<file path="src/inc/mfid_defs.svh">
`ifndef MFID_DEFS_SVH
`define MFID_DEFS_SVH

// ----------------------------------------------------------------
// sizes
// ----------------------------------------------------------------
`define MFID_NUM_TERM      8
`define MFID_CODE_W        8

// ----------------------------------------------------------------
// function codes of the multi-function inputs
// ----------------------------------------------------------------
`define MFID_FN_NONE       8'h00
`define MFID_FN_PULSE_EN   8'h25
`define MFID_FN_NVM_LOCK   8'h26
`define MFID_FN_TRQ_DIR    8'h27
`define MFID_FN_COAST      8'h28
`define MFID_FN_HAND       8'h29
`define MFID_FN_AUTO       8'h2A
`define MFID_FN_REV_HOME   8'h2C

// ----------------------------------------------------------------
// setting values
// ----------------------------------------------------------------
`define MFID_POS_SRC_A     3'h4
`define MFID_POS_SRC_B     3'h5
`define MFID_MODE_TORQUE   3'h2

// ----------------------------------------------------------------
// register byte offsets
// ----------------------------------------------------------------
`define MFID_OFS_CFG       8'h00
`define MFID_OFS_MAP0      8'h04
`define MFID_OFS_MAP1      8'h08
`define MFID_OFS_KEYPAD    8'h0C
`define MFID_OFS_STATUS    8'h10

// ----------------------------------------------------------------
// field positions and reset values
// ----------------------------------------------------------------
`define MFID_CFG_SRC_LSB   0
`define MFID_CFG_MODE_LSB  4
`define MFID_CFG_ANA_BIT   8
`define MFID_CFG_HOME_LSB  12
`define MFID_CFG_RST       32'h0000_0000
`define MFID_MAP_RST       8'h00
`define MFID_KP_RST        2'h0

`endif

</file>
<file path="src/inc/mfid_pkg.sv">
package mfid_pkg;

   // hand/off/auto as shown to the operator
   typedef enum logic [1:0] {
      MFID_HOA_OFF  = 2'b00,
      MFID_HOA_AUTO = 2'b01,
      MFID_HOA_HAND = 2'b10
   } mfid_hoa_type;

   // keypad hand/auto change sequencer
   typedef enum logic [1:0] {
      MFID_KP_IDLE  = 2'b00,
      MFID_KP_STOP  = 2'b01,
      MFID_KP_APPLY = 2'b10
   } mfid_kp_state_type;

   typedef logic [7:0] mfid_code_type;

endpackage

</file>
<file path="src/inc/mfid_term_if.sv">
`timescale 1ns/10ps

interface mfid_term_if;
   import mfid_pkg::*;
   mfid_code_type code;
   logic          level;
   logic          rise;
   logic          fall;

   modport term (input code, output level, output rise, output fall);
   modport core (output code, input level, input rise, input fall);
endinterface

</file>
<file path="src/rtl/mfid_term.sv">
`timescale 1ns/10ps

module mfid_term (
   // clock and reset
   input  wire logic ref_clk,
   input  wire logic srst,
   input  wire logic ce,
   // terminal pin
   input  wire logic pin,
   // towards the decoder
   mfid_term_if.term bus
);
   import mfid_pkg::*;

   logic sync1_ff;
   logic sync2_ff;
   logic level_ff;

   // two stages before any logic looks at the pin
   always_ff @(posedge ref_clk) begin
      if (srst) begin
         sync1_ff <= 1'b0;
         sync2_ff <= 1'b0;
      end else if (ce) begin
         sync1_ff <= pin;
         sync2_ff <= sync1_ff;
      end
   end

   // delayed copy for edge detection
   always_ff @(posedge ref_clk) begin
      if (srst) begin
         level_ff <= 1'b0;
      end else if (ce) begin
         level_ff <= sync2_ff;
      end
   end

   // edges last one enabled cycle
   assign bus.level = level_ff;
   assign bus.rise  = ce & sync2_ff & ~level_ff;
   assign bus.fall  = ce & ~sync2_ff & level_ff;
endmodule

</file>
<file path="src/rtl/mfid_top.sv">
`timescale 1ns/10ps
`include "mfid_defs.svh"

// Notes on behaviour
// - code 37 with source 4/5 selects encoder pulses
// - code 38 active blocks nonvolatile writes
// - code 39 negates analog torque in torque mode
// - code 40 while running makes motor coast
// - keypad hand/auto change stops drive first
// - two bits decode to off/auto/hand/off
// - code 44 starts reverse homing per settings
// - reverse homing detected on falling edge
module mfid_top (
   // clock, reset, enable
   input  wire logic                      ref_clk,
   input  wire logic                      srst,
   input  wire logic                      ce,
   // apb slave
   input  wire logic                      psel,
   input  wire logic                      penable,
   input  wire logic                      pwrite,
   input  wire logic [7:0]                paddr,
   input  wire logic [31:0]               pwdata,
   output logic      [31:0]               prdata,
   output logic                           pready,
   output logic                           pslverr,
   // terminal pins
   input  wire logic [`MFID_NUM_TERM-1:0] multi_function_input,
   // drive side
   input  wire logic                      drive_running,
   input  wire logic                      nvm_wr_req,
   input  wire logic [15:0]               torque_cmd_in,
   output logic                           pulse_cmd_sel,
   output logic                           nvm_wr_en,
   output logic                           nvm_wr_block,
   output logic      [15:0]               torque_cmd_out,
   output logic                           torque_neg,
   output logic                           coast_stop,
   output logic                           stop_cmd,
   output mfid_pkg::mfid_hoa_type         hoa_status,
   output logic                           homing_rev_start,
   output logic      [7:0]                homing_mode_out
);
   import mfid_pkg::*;

   localparam int NT = `MFID_NUM_TERM;

   // ----------------------------------------------------------------
   // terminals
   // ----------------------------------------------------------------
   mfid_code_type     map_ff [NT];
   logic [NT-1:0]     term_lvl;
   logic [NT-1:0]     term_fall;

   mfid_term_if term_bus [NT] ();

   genvar gi;
   generate
      for (gi = 0; gi < NT; gi++) begin : g_term
         mfid_term u_term (
            .ref_clk (ref_clk),
            .srst    (srst),
            .ce      (ce),
            .pin     (multi_function_input[gi]),
            .bus     (term_bus[gi])
         );
         assign term_bus[gi].code = map_ff[gi];
         assign term_lvl[gi]      = term_bus[gi].level;
         assign term_fall[gi]     = term_bus[gi].fall;
      end
   endgenerate

   // any terminal carrying function fn shows a set bit in v
   function automatic logic fn_any(input mfid_code_type fn, input logic [NT-1:0] v);
      logic hit;
      hit = 1'b0;
      for (int i = 0; i < NT; i++) begin
         if (map_ff[i] == fn && v[i]) begin
            hit = 1'b1;
         end
      end
      return hit;
   endfunction

   // ----------------------------------------------------------------
   // function levels and falling edges
   // ----------------------------------------------------------------
   logic act_pulse;
   logic act_lock;
   logic act_trq;
   logic act_coast;
   logic act_hand;
   logic act_auto;
   logic fall_hoa;
   logic fall_home;

   // unassigned code 0 never matches a live function
   always_comb begin
      act_pulse = fn_any(`MFID_FN_PULSE_EN, term_lvl);
      act_lock  = fn_any(`MFID_FN_NVM_LOCK, term_lvl);
      act_trq   = fn_any(`MFID_FN_TRQ_DIR, term_lvl);
      act_coast = fn_any(`MFID_FN_COAST, term_lvl);
      act_hand  = fn_any(`MFID_FN_HAND, term_lvl);
      act_auto  = fn_any(`MFID_FN_AUTO, term_lvl);
      fall_hoa  = fn_any(`MFID_FN_HAND, term_fall) | fn_any(`MFID_FN_AUTO, term_fall);
      fall_home = fn_any(`MFID_FN_REV_HOME, term_fall);
   end

   // ----------------------------------------------------------------
   // apb slave
   // ----------------------------------------------------------------
   logic [31:0]       cfg_ff;
   logic [1:0]        kp_req_ff;
   logic [1:0]        kp_sel_ff;
   logic [31:0]       prdata_ff;
   logic [31:0]       nxt_prdata;
   logic [31:0]       status_word;
   logic              addr_ok;
   logic              wr_acc;
   mfid_kp_state_type kp_state_ff;
   mfid_kp_state_type nxt_kp_state;
   logic [2:0]        pos_src;
   logic [2:0]        ctl_mode;
   logic              trq_analog;

   assign pos_src    = cfg_ff[`MFID_CFG_SRC_LSB +: 3];
   assign ctl_mode   = cfg_ff[`MFID_CFG_MODE_LSB +: 3];
   assign trq_analog = cfg_ff[`MFID_CFG_ANA_BIT];

   // address decode; a frozen block holds the bus in access
   always_comb begin
      case (paddr)
         `MFID_OFS_CFG,
         `MFID_OFS_MAP0,
         `MFID_OFS_MAP1,
         `MFID_OFS_KEYPAD,
         `MFID_OFS_STATUS: addr_ok = 1'b1;
         default:          addr_ok = 1'b0;
      endcase
   end

   assign pready  = ce;
   assign pslverr = psel & penable & ~addr_ok;
   assign wr_acc  = ce & psel & penable & pwrite & addr_ok;
   assign prdata  = prdata_ff;

   // status word assembled from live decoder state
   always_comb begin
      status_word        = 32'h0000_0000;
      status_word[1:0]   = hoa_status;
      status_word[2]     = pulse_cmd_sel;
      status_word[3]     = nvm_wr_block;
      status_word[4]     = torque_neg;
      status_word[5]     = coast_stop;
      status_word[6]     = (kp_state_ff != MFID_KP_IDLE);
      status_word[15:8]  = term_lvl;
   end

   // read data caught in the setup cycle, so it is a flop in access
   always_comb begin
      case (paddr)
         `MFID_OFS_CFG:    nxt_prdata = cfg_ff;
         `MFID_OFS_MAP0:   nxt_prdata = {map_ff[3], map_ff[2], map_ff[1], map_ff[0]};
         `MFID_OFS_MAP1:   nxt_prdata = {map_ff[7], map_ff[6], map_ff[5], map_ff[4]};
         `MFID_OFS_KEYPAD: nxt_prdata = {28'h000_0000, kp_sel_ff, kp_req_ff};
         `MFID_OFS_STATUS: nxt_prdata = status_word;
         default:          nxt_prdata = 32'h0000_0000;
      endcase
   end

   always_ff @(posedge ref_clk) begin
      if (srst) begin
         prdata_ff <= 32'h0000_0000;
      end else if (ce && psel && !penable) begin
         prdata_ff <= nxt_prdata;
      end
   end

   // configuration register
   always_ff @(posedge ref_clk) begin
      if (srst) begin
         cfg_ff <= `MFID_CFG_RST;
      end else if (wr_acc && paddr == `MFID_OFS_CFG) begin
         cfg_ff <= pwdata;
      end
   end

   // function code of each terminal, four to a word
   always_ff @(posedge ref_clk) begin
      if (srst) begin
         for (int i = 0; i < NT; i++) begin
            map_ff[i] <= `MFID_MAP_RST;
         end
      end else if (wr_acc && paddr == `MFID_OFS_MAP0) begin
         for (int i = 0; i < 4; i++) begin
            map_ff[i] <= pwdata[8*i +: 8];
         end
      end else if (wr_acc && paddr == `MFID_OFS_MAP1) begin
         for (int i = 0; i < 4; i++) begin
            map_ff[i+4] <= pwdata[8*i +: 8];
         end
      end
   end

   // keypad hand/auto request
   always_ff @(posedge ref_clk) begin
      if (srst) begin
         kp_req_ff <= `MFID_KP_RST;
      end else if (wr_acc && paddr == `MFID_OFS_KEYPAD) begin
         kp_req_ff <= pwdata[1:0];
      end
   end

   // ----------------------------------------------------------------
   // keypad hand/auto sequencer
   // ----------------------------------------------------------------
   // the new selection waits until the drive reports it has stopped
   always_comb begin
      case (kp_state_ff)
         MFID_KP_IDLE: begin
            nxt_kp_state = (kp_req_ff != kp_sel_ff) ? MFID_KP_STOP : MFID_KP_IDLE;
         end
         MFID_KP_STOP: begin
            nxt_kp_state = drive_running ? MFID_KP_STOP : MFID_KP_APPLY;
         end
         MFID_KP_APPLY: begin
            nxt_kp_state = MFID_KP_IDLE;
         end
         default: begin
            nxt_kp_state = MFID_KP_IDLE;
         end
      endcase
   end

   always_ff @(posedge ref_clk) begin
      if (srst) begin
         kp_state_ff <= MFID_KP_IDLE;
      end else if (ce) begin
         kp_state_ff <= nxt_kp_state;
      end
   end

   // selection taken only after the stop has completed
   always_ff @(posedge ref_clk) begin
      if (srst) begin
         kp_sel_ff <= `MFID_KP_RST;
      end else if (ce && kp_state_ff == MFID_KP_APPLY) begin
         kp_sel_ff <= kp_req_ff;
      end
   end

   // ----------------------------------------------------------------
   // command outputs
   // ----------------------------------------------------------------
   logic [1:0]   hoa_bits;
   mfid_hoa_type nxt_hoa;

   // bit 1 hand, bit 0 auto; terminals and keypad combine
   assign hoa_bits = {act_hand | kp_sel_ff[1], act_auto | kp_sel_ff[0]};

   always_comb begin
      case (hoa_bits)
         2'b01:   nxt_hoa = MFID_HOA_AUTO;
         2'b10:   nxt_hoa = MFID_HOA_HAND;
         default: nxt_hoa = MFID_HOA_OFF;
      endcase
   end

   always_ff @(posedge ref_clk) begin
      if (srst) begin
         hoa_status <= MFID_HOA_OFF;
      end else if (ce) begin
         hoa_status <= nxt_hoa;
      end
   end

   // stop: pulse on a hand/auto terminal release, level while keypad waits
   always_ff @(posedge ref_clk) begin
      if (srst) begin
         stop_cmd <= 1'b0;
      end else if (ce) begin
         stop_cmd <= fall_hoa | (nxt_kp_state == MFID_KP_STOP);
      end
   end

   // position command source
   always_ff @(posedge ref_clk) begin
      if (srst) begin
         pulse_cmd_sel <= 1'b0;
      end else if (ce) begin
         pulse_cmd_sel <= act_pulse &
                          (pos_src == `MFID_POS_SRC_A || pos_src == `MFID_POS_SRC_B);
      end
   end

   // nonvolatile write gate; a request during the lock is dropped, not held
   always_ff @(posedge ref_clk) begin
      if (srst) begin
         nvm_wr_block <= 1'b0;
         nvm_wr_en    <= 1'b0;
      end else if (ce) begin
         nvm_wr_block <= act_lock;
         nvm_wr_en    <= nvm_wr_req & ~act_lock;
      end
   end

   // torque sign only in torque mode with an analog reference
   always_ff @(posedge ref_clk) begin
      if (srst) begin
         torque_neg     <= 1'b0;
         torque_cmd_out <= 16'h0000;
      end else if (ce) begin
         torque_neg     <= act_trq & trq_analog & (ctl_mode == `MFID_MODE_TORQUE);
         if (act_trq && trq_analog && ctl_mode == `MFID_MODE_TORQUE) begin
            torque_cmd_out <= 16'(-torque_cmd_in);
         end else begin
            torque_cmd_out <= torque_cmd_in;
         end
      end
   end

   // coast latches while the input stays on, even after running drops
   always_ff @(posedge ref_clk) begin
      if (srst) begin
         coast_stop <= 1'b0;
      end else if (ce) begin
         coast_stop <= act_coast & (drive_running | coast_stop);
      end
   end

   // reverse homing: release of the normally open switch starts it
   always_ff @(posedge ref_clk) begin
      if (srst) begin
         homing_rev_start <= 1'b0;
         homing_mode_out  <= 8'h00;
      end else if (ce) begin
         homing_rev_start <= fall_home;
         homing_mode_out  <= cfg_ff[`MFID_CFG_HOME_LSB +: 8];
      end
   end

endmodule

</file>
<file path="config.mk">
export PLATFORM = sky130hd
export DESIGN_NAME = mfid_top
export DESIGN_NICKNAME = d
export VERILOG_FILES = /design/src/inc/mfid_pkg.sv /design/src/inc/mfid_term_if.sv /design/src/rtl/mfid_term.sv /design/src/rtl/mfid_top.sv
export VERILOG_INCLUDE_DIRS = /design/src /design/src/inc
export SDC_FILE = /design/constraint.sdc
export NUM_CORES = 1
export LEC_CHECK = 0
export ABC_CLOCK_PERIOD_IN_PS = 5000
export BUFFER_PORTS_ARGS = -buffer_cell sky130_fd_sc_hd__buf_2
export CAP_MARGIN = 40
export CORE_MARGIN = 1.5
export CORE_UTILIZATION = 25
export CTS_CLUSTER_SIZE = 24
export DETAILED_ROUTE_END_ITERATION = 8
export GPL_TIMING_DRIVEN = 0
export PLACE_DENSITY = 0.4
export SLEW_MARGIN = 30
export SYNTH_ARGS = -nofsm -noshare
export SYNTH_HDL_FRONTEND = slang
export SYNTH_SLANG_ARGS = --single-unit
</file>
<file path="constraint.sdc">
create_clock -name ref_clk -period 5 [get_ports ref_clk]
set_clock_uncertainty 0.05 [all_clocks]
set_input_delay 0.5 -clock ref_clk [delete_from_list [all_inputs] [get_ports ref_clk]]
set_output_delay 0.5 -clock ref_clk [all_outputs]
set_load 0.01 [all_outputs]
</file>
==> metrics.md <==
| Metric | Value |
|---|---|
| Post-synthesis register bit count | `roughly 190` |
| TritonCTS clock tree | `done` |
| Inst Count DP | `about 1500` |
| Largest net degree at the start of global routing | `33` |
| Clock sinks | `191` |
| DRC Markers | `0` |
| Final Critical Period | `3139 ps` |
| Max-Cap Viols | `0` |
| Worst-Margin Slew | `820.8 ps` |
| GRT Util Overall | `about a fifth` |
| Final Instance Area | `0.01082 sq mm` |
| Worst hold start | `multi_function_input[4]` |
| WL final | `34.84 mm` |
| Placed cell area | `0.01024 sq mm` |
| Share of cells above drive strength 1 | `about a fifth` |
| Vias in the first global route | `7494` |
| Final WS setup | `roughly 1900 ps` |
| Vias | `7693` |
| Worst path slowest cell | `nor3_2` |
| Pwr/cell area | `around 300 mW/mm^2` |
| Post-synthesis net count | `1003` |
| Setup bufs post-CTS | `0` |
| Routed Antenna Nets | `0` |
| Relative slew slack | `45.28%` |
| Starting Density | `25.61%` |
| Clock power share | `40.5%` |
| P_int | `between 2000 and 2500 uW` |
| F_max | `around 320 MHz` |
| Most frequent cell after synthesis | `dfxtp_1` |
| RSZ-0062 raised after global routing | `false` |
| Reg clk slew, reported paths | `about 80 ps` |
| Initial antenna violation count | `0` |
| Nets | `roughly 1200` |
| Synth cell types | `65` |
| Starting DRT DRC Count | `646` |
| Via-to-Cell Ratio | `4.935` |
| CP top delay family | `simple AND/OR/NAND/NOR gates` |
| Switching part of the total | `25.86%` |
| Clock Latency Late Sink | `450 ps` |
| Top-area cell type share of the netlist area | `28.53%` |
| P&R area growth vs syn | `21.41%` |
| Routability Congestion | `0.9258` |
| Post-Synthesis Cells | `930` |
| Crit-path cells | `buf_2, clkbuf_1, inv_1, nor3_2, nand2_1, nor2_1, clkbuf_1, and2_1` |
| DR pass1 iterations | `7` |
| Leakage | `0.003971 uW` |
| Dpl ws | `1367 ps` |
| Fillers | `3704` |
| Cell mode on critical path | `clkbuf_1` |
| Top cells by area, synth | `dfxtp_1 (29%), edfxtp_1 (22%), nand2_1 (4.9%)` |
| Gate power share | `around 8.0%` |
| Setup violators final | `0` |
| DP HPWL | `26.57 mm` |
| Max IR drop VDD | `0.2278 mV` |
| Row cnt | `68` |
| Startpoint Class | `primary input` |
| Sequential Power Share | `51.5%` |
| Post-synth ARST share | `0%` |
| Yosys warnings | `0` |
| DIE AREA | `0.03679 sq mm` |
| Psw | `865.4 uW` |
| Final Hold Vio Count | `0` |
| Die width | `191.8 um` |
| Sequential share of the synthesized area | `50.10%` |
| Largest stage delay on the critical path | `between 500 and 600 ps` |
| Synth area leader | `dfxtp_1` |
| Inserted Clock Buffers | `17` |
| Slew Viols, Final | `0` |
| Final period util | `62.78%` |
| Post-synth EDFFs | `64` |
| Post-CTS Hold Buffers | `0` |
| Global-route wire length before repair | `50.17 mm` |
| Most common flop cell mapped by yosys | `dfxtp_1` |
| Boundary pin count | `139` |
| Crit Path Category | `primary input to register` |
| Cts repair resizes | `0` |
| Status | `completed` |
| Max Buffers Root-to-Sink | `2` |
| CP arrival | `3400 ps` |
| Max H-tree Level | `4` |
| Setup TNS | `0 ps` |
| Syn avg cell area | `9.582 sq um` |
| Antenna cells | `0` |
| Grt total ovfl | `0` |
| Synthesized area | `0.008911 sq mm` |
| Die Height | `191.8 um` |
| Worst Hold Class | `primary input to register` |
| Crit path from | `paddr[3]` |
| List of most frequent post-synthesis cells | `dfxtp_1 (127), nand2_1 (117), nor2_1 (98), edfxtp_1 (64)` |
| R2r startpoint | `map_ff[1][12]` |
| Crit path max fanout | `10` |
| Wire per inst | `22.35 um` |
| Finished Layout Cells | `1559` |
| Core Util, Final | `31.09%` |
| Worst path bufs/invs | `4` |
| Core Region | `0.03480 sq mm` |
| Req. time, crit path | `5260 ps` |
| PortBufs | `137` |
| Clock root cell | `clkbuf_16` |
| CP endpoint kind | `register` |
==> worst register-to-register path, cell delays in order, from the launching register on <==
cell	delay, ps
edfxtp_1	410
or4b_4	610
or3b_1	420
o2111a_1	280
buf_4	260
a21oi_1	190
xnor2_1	150
o22ai_1	90
==> layer usage <==
| layer | up-vias | routed length [um] | GRT usage, % |
|---|---|---|---|
| met1 | 3675 | 16130 | 26.00 |
| met3 | 40 | 2326 | 4.623 |
| met2 | 272 | 15510 | 29.96 |
| li1 | 3706 | - | - |
| met4 | 0 | 879 | 6.370 |
| met5 | - | 0 | 0 |
==> final timing paths <==
path	endpoint	slack [ps]	depth (start not counted)
min	g_term[4].u_term.sync1_ff	240	3
max	map_ff[1][3]	1860	8
min reg2reg	prdata[12]	400	1
max reg2reg	torque_cmd_out[15]	2390	7
==> state kept, by name, summed over array words and instances (netlist names) <==
register	count
cfg_ff	32
coast_stop	1
g_term.u_term.bus.level	8
g_term.u_term.sync1_ff	8
g_term.u_term.sync2_ff	8
hoa_status	2
homing_mode_out	8
homing_rev_start	1
kp_req_ff	2
kp_sel_ff	2
kp_state_ff	2
map_ff	64
nvm_wr_block	1
nvm_wr_en	1
prdata	32
pulse_cmd_sel	1
stop_cmd	1
torque_cmd_out	16
torque_neg	1
==> cell usage in the layout (no fill, tap or decap), types with 5 or more instances in the layout <==
master	count
nand4_1	12
nand3_1	9
nor3_1	14
a221oi_1	21
xnor2_1	15
nor4_1	10
mux2i_1	39
a21oi_2	9
dfxtp_1	127
a21oi_1	50
buf_2	143
nand3b_1	8
clkbuf_1	47
and2_1	50
o22ai_1	6
clkbuf_16	18
a31oi_1	5
nand2b_1	19
nor2_1	98
nand2_1	117
inv_1	12
xor2_1	5
nor3b_1	8
nor2b_1	26
nor4b_1	11
mux2_2	6
a21o_1	5
a211oi_1	41
nand4b_1	6
edfxtp_1	64
and3b_1	6
a222oi_1	11
==> cells by family (layout without fill, tap and decap cells) <==
| kind of cell | after synthesis | count (layout) | synth area share, % |
|---|---|---|---|
| fa+ha+maj | 1 | 1 | 0.1404 |
| mux | 45 | 45 | 5.139 |
| flops | 191 | 191 | 50.10 |
| simple gates | 421 | 421 | 24.67 |
| buf+inv | 70 | 244 | 3.243 |
| compound gates | 182 | 182 | 14.74 |
| xor+xnor | 20 | 20 | 1.966 |
==> through the flow <==
stage                     total power [uW]  hold slack [ps]
final                                 3346            238.5
after global routing                  3482            228.0
after CTS                             3390            215.3
after detailed placement              2031            389.5
after global placement                2029            384.4
after floorplan                       1873            383.8
==> power by group through the flow <==
| stage | clock network, uW | registers [uW] | logic [uW] |
|---|---|---|---|
| 2_1_floorplan | 0 | 1740 | 132 |
| 3_3_place_gp | 0 | 1760 | 270 |
| 3_5_place_dp | 0 | 1760 | 273 |
| 4_1_cts | 1390 | 1720 | 274 |
| 5_1_grt | 1450 | 1730 | 297 |
| 6_report | 1350 | 1720 | 269 |
==> area by class of cell <==
class	instances	area (sq um)	area share, %
Sequential cell	191	4464	41.26
Multi-Input combinational cell	669	4199	38.81
Tap cell	455	569.3	5.262
Clock buffer	23	499.2	4.614
Inverter	12	45.04	0.4163
Timing Repair Buffer	142	723.2	6.684
Buffer	58	246.5	2.278
Clock inverter	9	72.57	0.6708
Note: power is estimated with default switching activity, not from simulation.
